<file path="src/design/bss_map.svh">
// Register map, field positions, timing and fault codes of the burner sequencer
`ifndef BSS_MAP_SVH
`define BSS_MAP_SVH

// =============================================================
// Register byte offsets
`define BSS_CTRL_OFS     12'h000
`define BSS_STAT_OFS     12'h004
`define BSS_OPS_OFS      12'h008

// =============================================================
// Field positions
`define BSS_CTRL_RST_BIT 0
`define BSS_STAT_LOCK_BIT 4
`define BSS_STAT_HOLD_BIT 5
`define BSS_STAT_OUT_LSB 8
`define BSS_STAT_FLT_LSB 16

// =============================================================
// Timebase: one tick per second
`define BSS_CLK_NS       20
`define BSS_SEC_NS       1000000000
`define BSS_SETTLE_CYC   3'h4

// =============================================================
// Sequence times in seconds; the hold and strap limits also given in minutes and hours
`define BSS_INIT_S       10'h00A
`define BSS_HOLD_SHOW_S  10'h005
`define BSS_HOLD_MAX_MIN 4
`define BSS_HOLD_MAX_S   10'(`BSS_HOLD_MAX_MIN * 60)
`define BSS_SBY_FLAME_S  10'h0F0
`define BSS_SBY_PI_S     10'h01E
`define BSS_TRIAL_LONG_S 10'h00A
`define BSS_TRIAL_SHRT_S 10'h004
`define BSS_MFEP_S       10'h00A
`define BSS_PI_CLOSE_S   10'h005
`define BSS_STRAP_HOURS  200
`define BSS_STRAP_S      20'(`BSS_STRAP_HOURS * 3600)

// =============================================================
// Fault codes
`define BSS_FLT_NONE     8'h00
`define BSS_FLT_HOLD     8'h01
`define BSS_FLT_FLAME    8'h02
`define BSS_FLT_SENSE    8'h03
`define BSS_FLT_PI       8'h04
`define BSS_FLT_IFAULT   8'h05
`define BSS_FLT_NOFLAME  8'h06
`define BSS_FLT_LOSS     8'h07
`define BSS_FLT_AMP      8'h2E
`define BSS_FLT_STRAP    8'h6E

`endif

</file>
<file path="src/design/bss_pkg.sv">
// Types shared by the burner sequencer modules
package bss_pkg;

  // =============================================================
  // Sequence states
  typedef enum logic [2:0] {
    ST_INIT, ST_SBY, ST_SSC, ST_PTRIAL, ST_MFEP, ST_RUN, ST_LOCK
  } bss_state_e;

  typedef logic [9:0]  bss_sec_t;
  typedef logic [7:0]  bss_fault_t;
  typedef logic [3:0]  bss_out_t;

endpackage : bss_pkg

</file>
<file path="src/design/bss_tim_if.sv">
// Timebase and strap monitor signals between sequencer modules
`timescale 1ns/1ns
interface bss_tim_if;
  logic        tick;
  logic        strap_err;
  logic [19:0] op_secs;

  modport gen (output tick);
  modport mon (input tick, output strap_err, output op_secs);
  modport seq (input tick, input strap_err, input op_secs);
endinterface : bss_tim_if

</file>
<file path="src/design/bss_seq.sv">
// Flame safeguard sequencer top with APB register slave
// Notes on behaviour
// Power-up: initiate ten seconds with good supply
// Supply out of tolerance returns to initiate
// Bad supply in initiate: hold, shown five seconds
// Hold lasting four minutes locks out
// Strap change after 200 hours: hard lockout
// Standby flame for 240 seconds locks out
// Energized outputs or open interlock lock out
// Standby interlock open 30 seconds locks out
// Slow amplifier with relight strap: fault 46
// Leave standby on demand, limit, circuits good
// Flame at safe start check returns standby
// Pilot trial: pilot, ignition; flame by end
// Pilot trial output sense mismatch locks out
// Intermittent: flame proven, ignition off, mains on
// Interrupted: mains at trial end, pilot later
// Pilot-mode strap intact selects intermittent pilot
// Run lasts until demand input opens
// Run output sense mismatch locks out
// Run flame loss: lockout or relight by strap
// Interlock must close five seconds after shutdown
// Internal fault in active states locks out
// Lockout reset accepted only while powered
// Lockout drops all outputs, latched until reset
//
// The placing of the registers and the APB interface to the registers were decided locally.
`timescale 1ns/1ns
`include "bss_map.svh"
module bss_seq #(
  parameter int unsigned TICK_CYC = `BSS_SEC_NS / `BSS_CLK_NS
) (
  // Clock and reset
  input  wire logic        clk,
  input  wire logic        resetn,
  // APB slave
  input  wire logic        psel,
  input  wire logic        penable,
  input  wire logic        pwrite,
  input  wire logic [11:0] paddr,
  input  wire logic [31:0] pwdata,
  output logic [31:0]      prdata,
  output logic             pready,
  output logic             pslverr,
  // Supply and controls
  input  wire logic        line_ok,
  input  wire logic        demand,
  input  wire logic        limit_ok,
  input  wire logic        flame,
  input  wire logic        preignition_interlock,
  input  wire logic        amp_slow_fitted,
  input  wire logic        internal_fault,
  input  wire logic        reset_button,
  // Straps, high when intact
  input  wire logic        trial_length_strap,
  input  wire logic        flame_loss_action_strap,
  input  wire logic        pilot_mode_strap,
  // Output terminal sense
  input  wire logic        ign_sense,
  input  wire logic        pilot_sense,
  input  wire logic        upstream_main_valve_sense,
  input  wire logic        downstream_main_valve_sense,
  // Load outputs and indication
  output logic             ign_out,
  output logic             pilot_out,
  output logic             upstream_main_valve,
  output logic             downstream_main_valve,
  output logic             lockout,
  output logic             hold_ind
);
  import bss_pkg::*;

  // =============================================================
  // Declarations
  bss_tim_if  tif ();
  bss_state_e state_q, state_d;
  bss_fault_t fault_q, code_d;
  bss_sec_t   sec_q, hold_s_q, show_s_q, flame_s_q, pi_s_q, trial_s;
  bss_out_t   cmd_q, cmd_d, sense;
  logic [2:0] settle_q;
  logic       hard_q, post_q, hold_q, lock_q, soft_rst_q;
  logic       pready_q, pslverr_q;
  logic [31:0] prdata_q, stat;
  logic       act, settled, mismatch, relight, intermit;

  // =============================================================
  // Timebase and strap monitor
  bss_tick #(.TICK_CYC(TICK_CYC)) u_tick (
    .clk    (clk),
    .resetn (resetn),
    .tif    (tif)
  );

  bss_strap_mon u_mon (
    .clk    (clk),
    .resetn (resetn),
    .straps ({trial_length_strap, flame_loss_action_strap, pilot_mode_strap}),
    .tif    (tif)
  );

  // =============================================================
  // Strap decode and output sense
  assign relight  = flame_loss_action_strap;
  assign intermit = pilot_mode_strap;
  assign trial_s  = trial_length_strap ? `BSS_TRIAL_LONG_S : `BSS_TRIAL_SHRT_S;
  assign sense    = {ign_sense, pilot_sense, upstream_main_valve_sense,
                     downstream_main_valve_sense};
  assign act      = state_q inside {ST_SBY, ST_SSC, ST_PTRIAL, ST_MFEP, ST_RUN};
  assign settled  = (settle_q == `BSS_SETTLE_CYC);
  // Sensed terminals must follow the commanded loads once settled
  assign mismatch = settled && (sense != cmd_q);

  // =============================================================
  // Next state and lockout cause
  always_comb begin
    state_d = state_q;
    code_d  = `BSS_FLT_NONE;
    case (state_q)
      ST_INIT: begin
        if (!line_ok) begin
          if (hold_s_q >= `BSS_HOLD_MAX_S) begin
            code_d = `BSS_FLT_HOLD;
          end
        end else if (sec_q >= `BSS_INIT_S) begin
          state_d = ST_SBY;
        end
      end
      ST_SBY: begin
        if (flame && flame_s_q >= `BSS_SBY_FLAME_S) begin
          code_d = `BSS_FLT_FLAME;
        end else if (!preignition_interlock && pi_s_q >= `BSS_SBY_PI_S) begin
          code_d = `BSS_FLT_PI;
        end else if (!preignition_interlock && post_q && sec_q >= `BSS_PI_CLOSE_S) begin
          code_d = `BSS_FLT_PI;
        end else if (demand && limit_ok && settled && preignition_interlock) begin
          state_d = ST_SSC;
        end
      end
      ST_SSC: begin
        if (!preignition_interlock) begin
          code_d = `BSS_FLT_PI;
        end else if (flame) begin
          state_d = ST_SBY;
        end else begin
          // Valve proving is not fitted, so the trial follows directly
          state_d = ST_PTRIAL;
        end
      end
      ST_PTRIAL: begin
        if (flame && intermit) begin
          state_d = ST_RUN;
        end else if (sec_q >= trial_s) begin
          if (!flame) begin
            code_d = `BSS_FLT_NOFLAME;
          end else begin
            state_d = ST_MFEP;
          end
        end
      end
      ST_MFEP: begin
        if (!flame) begin
          code_d = `BSS_FLT_LOSS;
        end else if (sec_q >= `BSS_MFEP_S) begin
          state_d = ST_RUN;
        end
      end
      ST_RUN: begin
        if (!demand) begin
          state_d = ST_SBY;
        end else if (!flame) begin
          if (relight) begin
            state_d = ST_PTRIAL;
          end else begin
            code_d = `BSS_FLT_LOSS;
          end
        end
      end
      ST_LOCK: begin
        // Reset only with supply present; a strap lock never clears
        if ((reset_button || soft_rst_q) && line_ok && !hard_q) begin
          state_d = ST_INIT;
        end
      end
      default: state_d = ST_LOCK;
    endcase
    // Faults common to all active states, highest priority last
    if (act && mismatch) begin
      code_d = `BSS_FLT_SENSE;
    end
    if (act && amp_slow_fitted && relight) begin
      code_d = `BSS_FLT_AMP;
    end
    if (act && internal_fault) begin
      code_d = `BSS_FLT_IFAULT;
    end
    if (act && !line_ok) begin
      state_d = ST_INIT;
      code_d  = `BSS_FLT_NONE;
    end
    if (state_q != ST_LOCK && tif.strap_err) begin
      code_d = `BSS_FLT_STRAP;
    end
    if (code_d != `BSS_FLT_NONE) begin
      state_d = ST_LOCK;
    end
  end

  // =============================================================
  // Commanded loads {ignition, pilot, upstream, downstream}
  always_comb begin
    case (state_d)
      ST_PTRIAL: cmd_d = 4'hC;
      ST_MFEP:   cmd_d = 4'h7;
      ST_RUN:    cmd_d = {1'b0, intermit, 2'b11};
      default:   cmd_d = 4'h0;
    endcase
  end

  // State, loads and lockout indication
  always_ff @(posedge clk) begin
    if (!resetn) begin
      state_q <= ST_INIT;
      cmd_q   <= 4'h0;
      lock_q  <= 1'b0;
    end else begin
      state_q <= state_d;
      cmd_q   <= cmd_d;
      lock_q  <= (state_d == ST_LOCK);
    end
  end

  // Fault code kept while locked; strap lock is hard
  always_ff @(posedge clk) begin
    if (!resetn) begin
      fault_q <= 8'h00;
      hard_q  <= 1'b0;
    end else if (state_q != ST_LOCK && state_d == ST_LOCK) begin
      fault_q <= code_d;
      hard_q  <= (code_d == `BSS_FLT_STRAP);
    end else if (state_d == ST_INIT && state_q == ST_LOCK) begin
      fault_q <= 8'h00;
    end
  end

  // =============================================================
  // Terminal sense settling after any load change
  always_ff @(posedge clk) begin
    if (!resetn || cmd_d != cmd_q) begin
      settle_q <= 3'h0;
    end else if (!settled) begin
      settle_q <= settle_q + 3'h1;
    end
  end

  // Seconds in the current state; bad supply restarts initiate
  always_ff @(posedge clk) begin
    if (!resetn || state_d != state_q || (state_q == ST_INIT && !line_ok)) begin
      sec_q <= 10'h000;
    end else if (tif.tick && sec_q != 10'h3FF) begin
      sec_q <= sec_q + 10'h001;
    end
  end

  // Length of the initiate hold
  always_ff @(posedge clk) begin
    if (!resetn || state_q != ST_INIT || line_ok) begin
      hold_s_q <= 10'h000;
    end else if (tif.tick && hold_s_q != 10'h3FF) begin
      hold_s_q <= hold_s_q + 10'h001;
    end
  end

  // Hold indication stays up at least its minimum show time unless lockout is entered first
  always_ff @(posedge clk) begin
    if (!resetn) begin
      hold_q   <= 1'b0;
      show_s_q <= 10'h000;
    end else if (state_d == ST_INIT && !line_ok) begin
      hold_q   <= 1'b1;
      show_s_q <= 10'h000;
    end else if (state_d == ST_LOCK || (line_ok && show_s_q >= `BSS_HOLD_SHOW_S)) begin
      hold_q   <= 1'b0;
    end else if (hold_q && tif.tick && show_s_q != 10'h3FF) begin
      show_s_q <= show_s_q + 10'h001;
    end
  end

  // Standby flame and open interlock durations
  always_ff @(posedge clk) begin
    if (!resetn || state_q != ST_SBY) begin
      flame_s_q <= 10'h000;
      pi_s_q    <= 10'h000;
    end else if (tif.tick) begin
      flame_s_q <= (flame && flame_s_q != 10'h3FF) ? flame_s_q + 10'h001 : 10'h000;
      pi_s_q    <= (!preignition_interlock && pi_s_q != 10'h3FF) ? pi_s_q + 10'h001 : 10'h000;
    end
  end

  // Armed when the valves drop at end of demand
  always_ff @(posedge clk) begin
    if (!resetn) begin
      post_q <= 1'b0;
    end else if (state_d == ST_SBY && state_q inside {ST_RUN, ST_MFEP}) begin
      post_q <= 1'b1;
    end else if (state_q != ST_SBY || preignition_interlock) begin
      post_q <= 1'b0;
    end
  end

  // =============================================================
  // APB slave: one wait state, answer registered
  always_comb begin
    stat = 32'h00000000;
    stat[2:0] = state_q;
    stat[`BSS_STAT_LOCK_BIT] = lock_q;
    stat[`BSS_STAT_HOLD_BIT] = hold_q;
    stat[`BSS_STAT_OUT_LSB +: 4] = cmd_q;
    stat[`BSS_STAT_FLT_LSB +: 8] = fault_q;
  end

  always_ff @(posedge clk) begin
    if (!resetn) begin
      pready_q  <= 1'b0;
      pslverr_q <= 1'b0;
      prdata_q  <= 32'h00000000;
    end else begin
      pready_q  <= psel && penable && !pready_q;
      pslverr_q <= 1'b0;
      prdata_q  <= 32'h00000000;
      if (psel && penable && !pready_q) begin
        if (paddr == `BSS_CTRL_OFS) begin
          prdata_q <= 32'h00000000;
        end else if (paddr == `BSS_STAT_OFS) begin
          prdata_q <= pwrite ? 32'h00000000 : stat;
        end else if (paddr == `BSS_OPS_OFS) begin
          prdata_q <= pwrite ? 32'h00000000 : {12'h000, tif.op_secs};
        end else begin
          pslverr_q <= 1'b1;
        end
      end
    end
  end

  // Software lockout reset, a one-cycle pulse
  always_ff @(posedge clk) begin
    if (!resetn) begin
      soft_rst_q <= 1'b0;
    end else begin
      soft_rst_q <= psel && penable && pready_q && pwrite && paddr == `BSS_CTRL_OFS
                    && pwdata[`BSS_CTRL_RST_BIT];
    end
  end

  assign prdata                = prdata_q;
  assign pready                = pready_q;
  assign pslverr               = pslverr_q;
  assign ign_out               = cmd_q[3];
  assign pilot_out             = cmd_q[2];
  assign upstream_main_valve   = cmd_q[1];
  assign downstream_main_valve = cmd_q[0];
  assign lockout               = lock_q;
  assign hold_ind              = hold_q;
endmodule : bss_seq

</file>
<file path="src/design/bss_strap_mon.sv">
// Strap capture and operating-time meter
`timescale 1ns/1ns
`include "bss_map.svh"
module bss_strap_mon (
  // Clock and reset
  input wire logic       clk,
  input wire logic       resetn,
  // Straps
  input wire logic [2:0] straps,
  // Timebase and report
  bss_tim_if.mon         tif
);

  logic [2:0] ref_q;
  logic       cap_q;

  // =============================================================
  // Operating seconds, saturating so the lock stays armed
  always_ff @(posedge clk) begin
    if (!resetn) begin
      tif.op_secs <= 20'h00000;
    end else if (tif.tick && tif.op_secs != 20'hFFFFF) begin
      tif.op_secs <= tif.op_secs + 20'h00001;
    end
  end

  // Capture after release; early changes are simply accepted
  always_ff @(posedge clk) begin
    if (!resetn) begin
      cap_q         <= 1'b0;
      ref_q         <= 3'h0;
      tif.strap_err <= 1'b0;
    end else if (!cap_q) begin
      cap_q <= 1'b1;
      ref_q <= straps;
    end else if (straps != ref_q) begin
      if (tif.op_secs >= `BSS_STRAP_S) begin
        tif.strap_err <= 1'b1;
      end else begin
        ref_q <= straps;
      end
    end
  end
endmodule : bss_strap_mon

</file>
<file path="src/design/bss_tick.sv">
// One-second tick generator
`timescale 1ns/1ns
module bss_tick #(
  parameter int unsigned TICK_CYC = 50000000
) (
  // Clock and reset
  input wire logic clk,
  input wire logic resetn,
  // Timebase
  bss_tim_if.gen   tif
);

  logic [25:0] cnt_q;

  // =============================================================
  // Free-running divider, tick on the last count
  always_ff @(posedge clk) begin
    if (!resetn) begin
      cnt_q    <= 26'h0000000;
      tif.tick <= 1'b0;
    end else begin
      tif.tick <= (cnt_q == 26'(TICK_CYC - 1));
      cnt_q    <= (cnt_q == 26'(TICK_CYC - 1)) ? 26'h0000000 : cnt_q + 26'h0000001;
    end
  end
endmodule : bss_tick

</file>
<file path="config.mk">
export PLATFORM = sky130hd
export DESIGN_NAME = bss_seq
export DESIGN_NICKNAME = d
export VERILOG_FILES = /design/src/design/bss_pkg.sv /design/src/design/bss_tim_if.sv /design/src/design/bss_seq.sv /design/src/design/bss_strap_mon.sv /design/src/design/bss_tick.sv
export VERILOG_INCLUDE_DIRS = /design/src /design/src/design
export SDC_FILE = /design/constraint.sdc
export NUM_CORES = 1
export LEC_CHECK = 0
export BUFFER_PORTS_ARGS = -buffer_cell sky130_fd_sc_hd__buf_4
export CAP_MARGIN = 20
export CORE_UTILIZATION = 61
export CTS_CLUSTER_SIZE = 20
export DETAILED_ROUTE_END_ITERATION = 10
export GPL_TIMING_DRIVEN = 0
export PLACE_DENSITY = 0.85
export SETUP_SLACK_MARGIN = 0.5
export SYNTH_ARGS = -nofsm -noshare
export SYNTH_HDL_FRONTEND = slang
export SYNTH_SLANG_ARGS = --single-unit
</file>
<file path="constraint.sdc">
create_clock -name clk -period 6.2 [get_ports clk]
set_clock_uncertainty 0.1 [all_clocks]
set_input_delay 0.93 -clock clk [delete_from_list [all_inputs] [get_ports clk]]
set_output_delay 0.93 -clock clk [all_outputs]
set_load 0.005 [all_outputs]
</file>
==> run metrics <==
power density over cell area 306 nW/um^2; core area 10,900 sq um; row cnt 38; max frequency 268 MHz; synthesis-stage register bit count 145; Main synth FF type dfxtp_1; Via Count 6,091; Die Height 108 um; die width 108 um; headroom to the max-slew limit 0.350; Metal-1 WL 6970 um; share of the synthesized area in the top cell type 0.421; clock sink count 145; worst path cell trace buf_4 > inv_1 > ha_1 > nand4b_1 > nand3_2 > o311a_1 > o31ai_1 > or3b_1 > a21oi_1 > mux2i_1 > nor3_1; die area 11,700 sq um; Slowest Stage Delay on Critical Path 0.73 ns; syn_area_per_cell 8.57 sq um; number of I/O pins 104; critical path required time 6.36 ns; insertion delay to the later sink of the worst-skew pair 0.42 ns; WL/cell 15.6 um; total negative slack 0 ns; ANT nets after route 0; RSZ-0062 raised after global routing false; Setup crit end kind flop; commonest non-fill, non-tap cells in the layout 145 x dfxtp_1, 126 x nor2_1, 71 x buf_4, 49 x nand2_1, 46 x nand3_1; vias in the first global route 5,765; Overflow after GRT 0; CP bufs+invs 2; Initial Util 0.631; initial antenna violation count 0; hpwl dp 11,900 um; mapped cell area 6900 sq um; H-Tree Depth 4; Pre-antenna DRT Iters 5; Max Cap Viol 0; crit-path max FO 10; Syn Inst Count 805; GRT Overall Usage 0.289; metal2 WL 8090 um; vias per cell 5.83; met3 WL post-DR 968 um; Largest delay share family, worst path compound AO/OA/AOI/OAI gates; largest net degree at the start of global routing 17; root buffer cell clkbuf_16; Max IR drop VDD 0.000229 V; Worst-Margin Slew 0.961 ns; DRT Wirelength 16,300 um; CTS clock-pin slew for the worst setup and hold paths 0.06 ns; final critical-path required period 3.73 ns; Final Max Slew Viols 0; Synth warnings 0; CTS tree yes; Final Cell Area 8120 sq um; first-pass GRT wire length 26,500 um; DRC errors left 0; post-synth cell types 65; hold crit path type flop to flop; Async SR Flop Fraction 0; slowest CP cell mux2i_1; final setup violation count 0; antenna cell count 0; Area growth, synth to finish 17.6%; Final Hold Fails 0; total power draw 2.49 mW; final net count 977; class of the most critical setup path primary input to flop; CTS Buf Count 17; layout cells sized above 1 0.128; CTS resizes 0; CTS hold repair buffers 0; Post-DP Area 7560 sq um; DR top layer met4; total setup buffers inserted after CTS 0; Critical Path Start Type primary input; EDFF count, synth 0; status complete, no violations; Leakage 3.01 nW; RePlAce Congestion 0.942; leading cell type in the layout, fill and taps excluded dfxtp_1; synth top area cells dfxtp_1 42%, nor2_1 6.9%, xnor2_1 5.2%; port bufs 60; fin crit share 0.601; Seq/Total Area, Yosys 0.421; CTS Buffer Depth 2; Synth area leader dfxtp_1; drt first-iter violations 537; Crit path arrival time 3.89 ns
-- sequential cells by signal, summed over array words and instances (netlist names), 5 cells and up --
name,flops
fault_q,5
flame_s_q,10
hold_s_q,10
pi_s_q,10
prdata,22
sec_q,10
show_s_q,10
u_mon.tif.op_secs,20
u_tick.cnt_q,26
-- per-stage QoR --
stage                     hold WS, ns  cells   util  worst slack [ns]
after floorplan                 0.324    814      -              2.66
after global placement          0.336   1014  0.691              2.08
after detailed placement        0.341   1014  0.691              2.02
after CTS                       0.355   1045  0.742              2.47
after global routing            0.375   1045  0.742              2.23
final                           0.355   1045  0.742              2.47
-- routing by layer --
| metal | global-route usage | up-vias |
|---|---|---|
| li1 | - | 2987 |
| met1 | 0.334 | 2872 |
| met2 | 0.513 | 201 |
| met3 | 0.0687 | 31 |
| met4 | 0.112 | 0 |
| met5 | 0 | - |
-- kinds of logic after synthesis --
logic type               share of synthesized area
AND/OR/NAND/NOR                              0.268
flip-flops                                   0.421
AO/OA/AOI/OAI                                0.121
XOR/XNOR                                     0.100
buffers and inverters                       0.0402
adder cells (fa/ha/maj)                     0.0363
multiplexers                                0.0131
other                                     0.000543
-- cells in the mapped netlist, types with 4 or more instances --
cell type,n
xor2_1,36
buf_4,11
o21a_1,5
nand2_1,49
and2_1,8
mux2i_1,9
ha_1,20
inv_1,32
nor3_1,31
o21ai_0,27
a21oi_1,32
a211oi_1,4
nand2b_1,5
or3_1,17
dfxtp_1,145
a21o_1,6
a22o_1,13
xnor2_1,41
nand3_1,46
nand4_1,25
nor2_1,126
nor4_1,15
and3_1,15
clkbuf_1,17
-- where the power goes --
group	switching, mW	internal (mW)
clock network	0.391	0.561
logic	0.330	0.202
registers	0.0372	0.965
total	0.758	1.73
-- layout make-up --
cell class	count	area, sq um
repair buffers	60	450
fillers	797	2820
flip-flops and latches	145	2900
clock buffers	19	443
clock inverters	12	113
well taps	140	175
multi-input cells	606	3750
plain buffers	30	154
inverters	33	124
-- final timing paths --
kind	end	slack, ns	startpoint	cells after the start
max	sec_q[8]	2.47	trial_length_strap	11
min	fault_q[2]	0.36	fault_q[2]	1
max reg2reg	sec_q[8]	2.68	sec_q[1]	10
min reg2reg	fault_q[2]	0.36	fault_q[2]	1
Note: power is estimated with default switching activity, not from simulation.
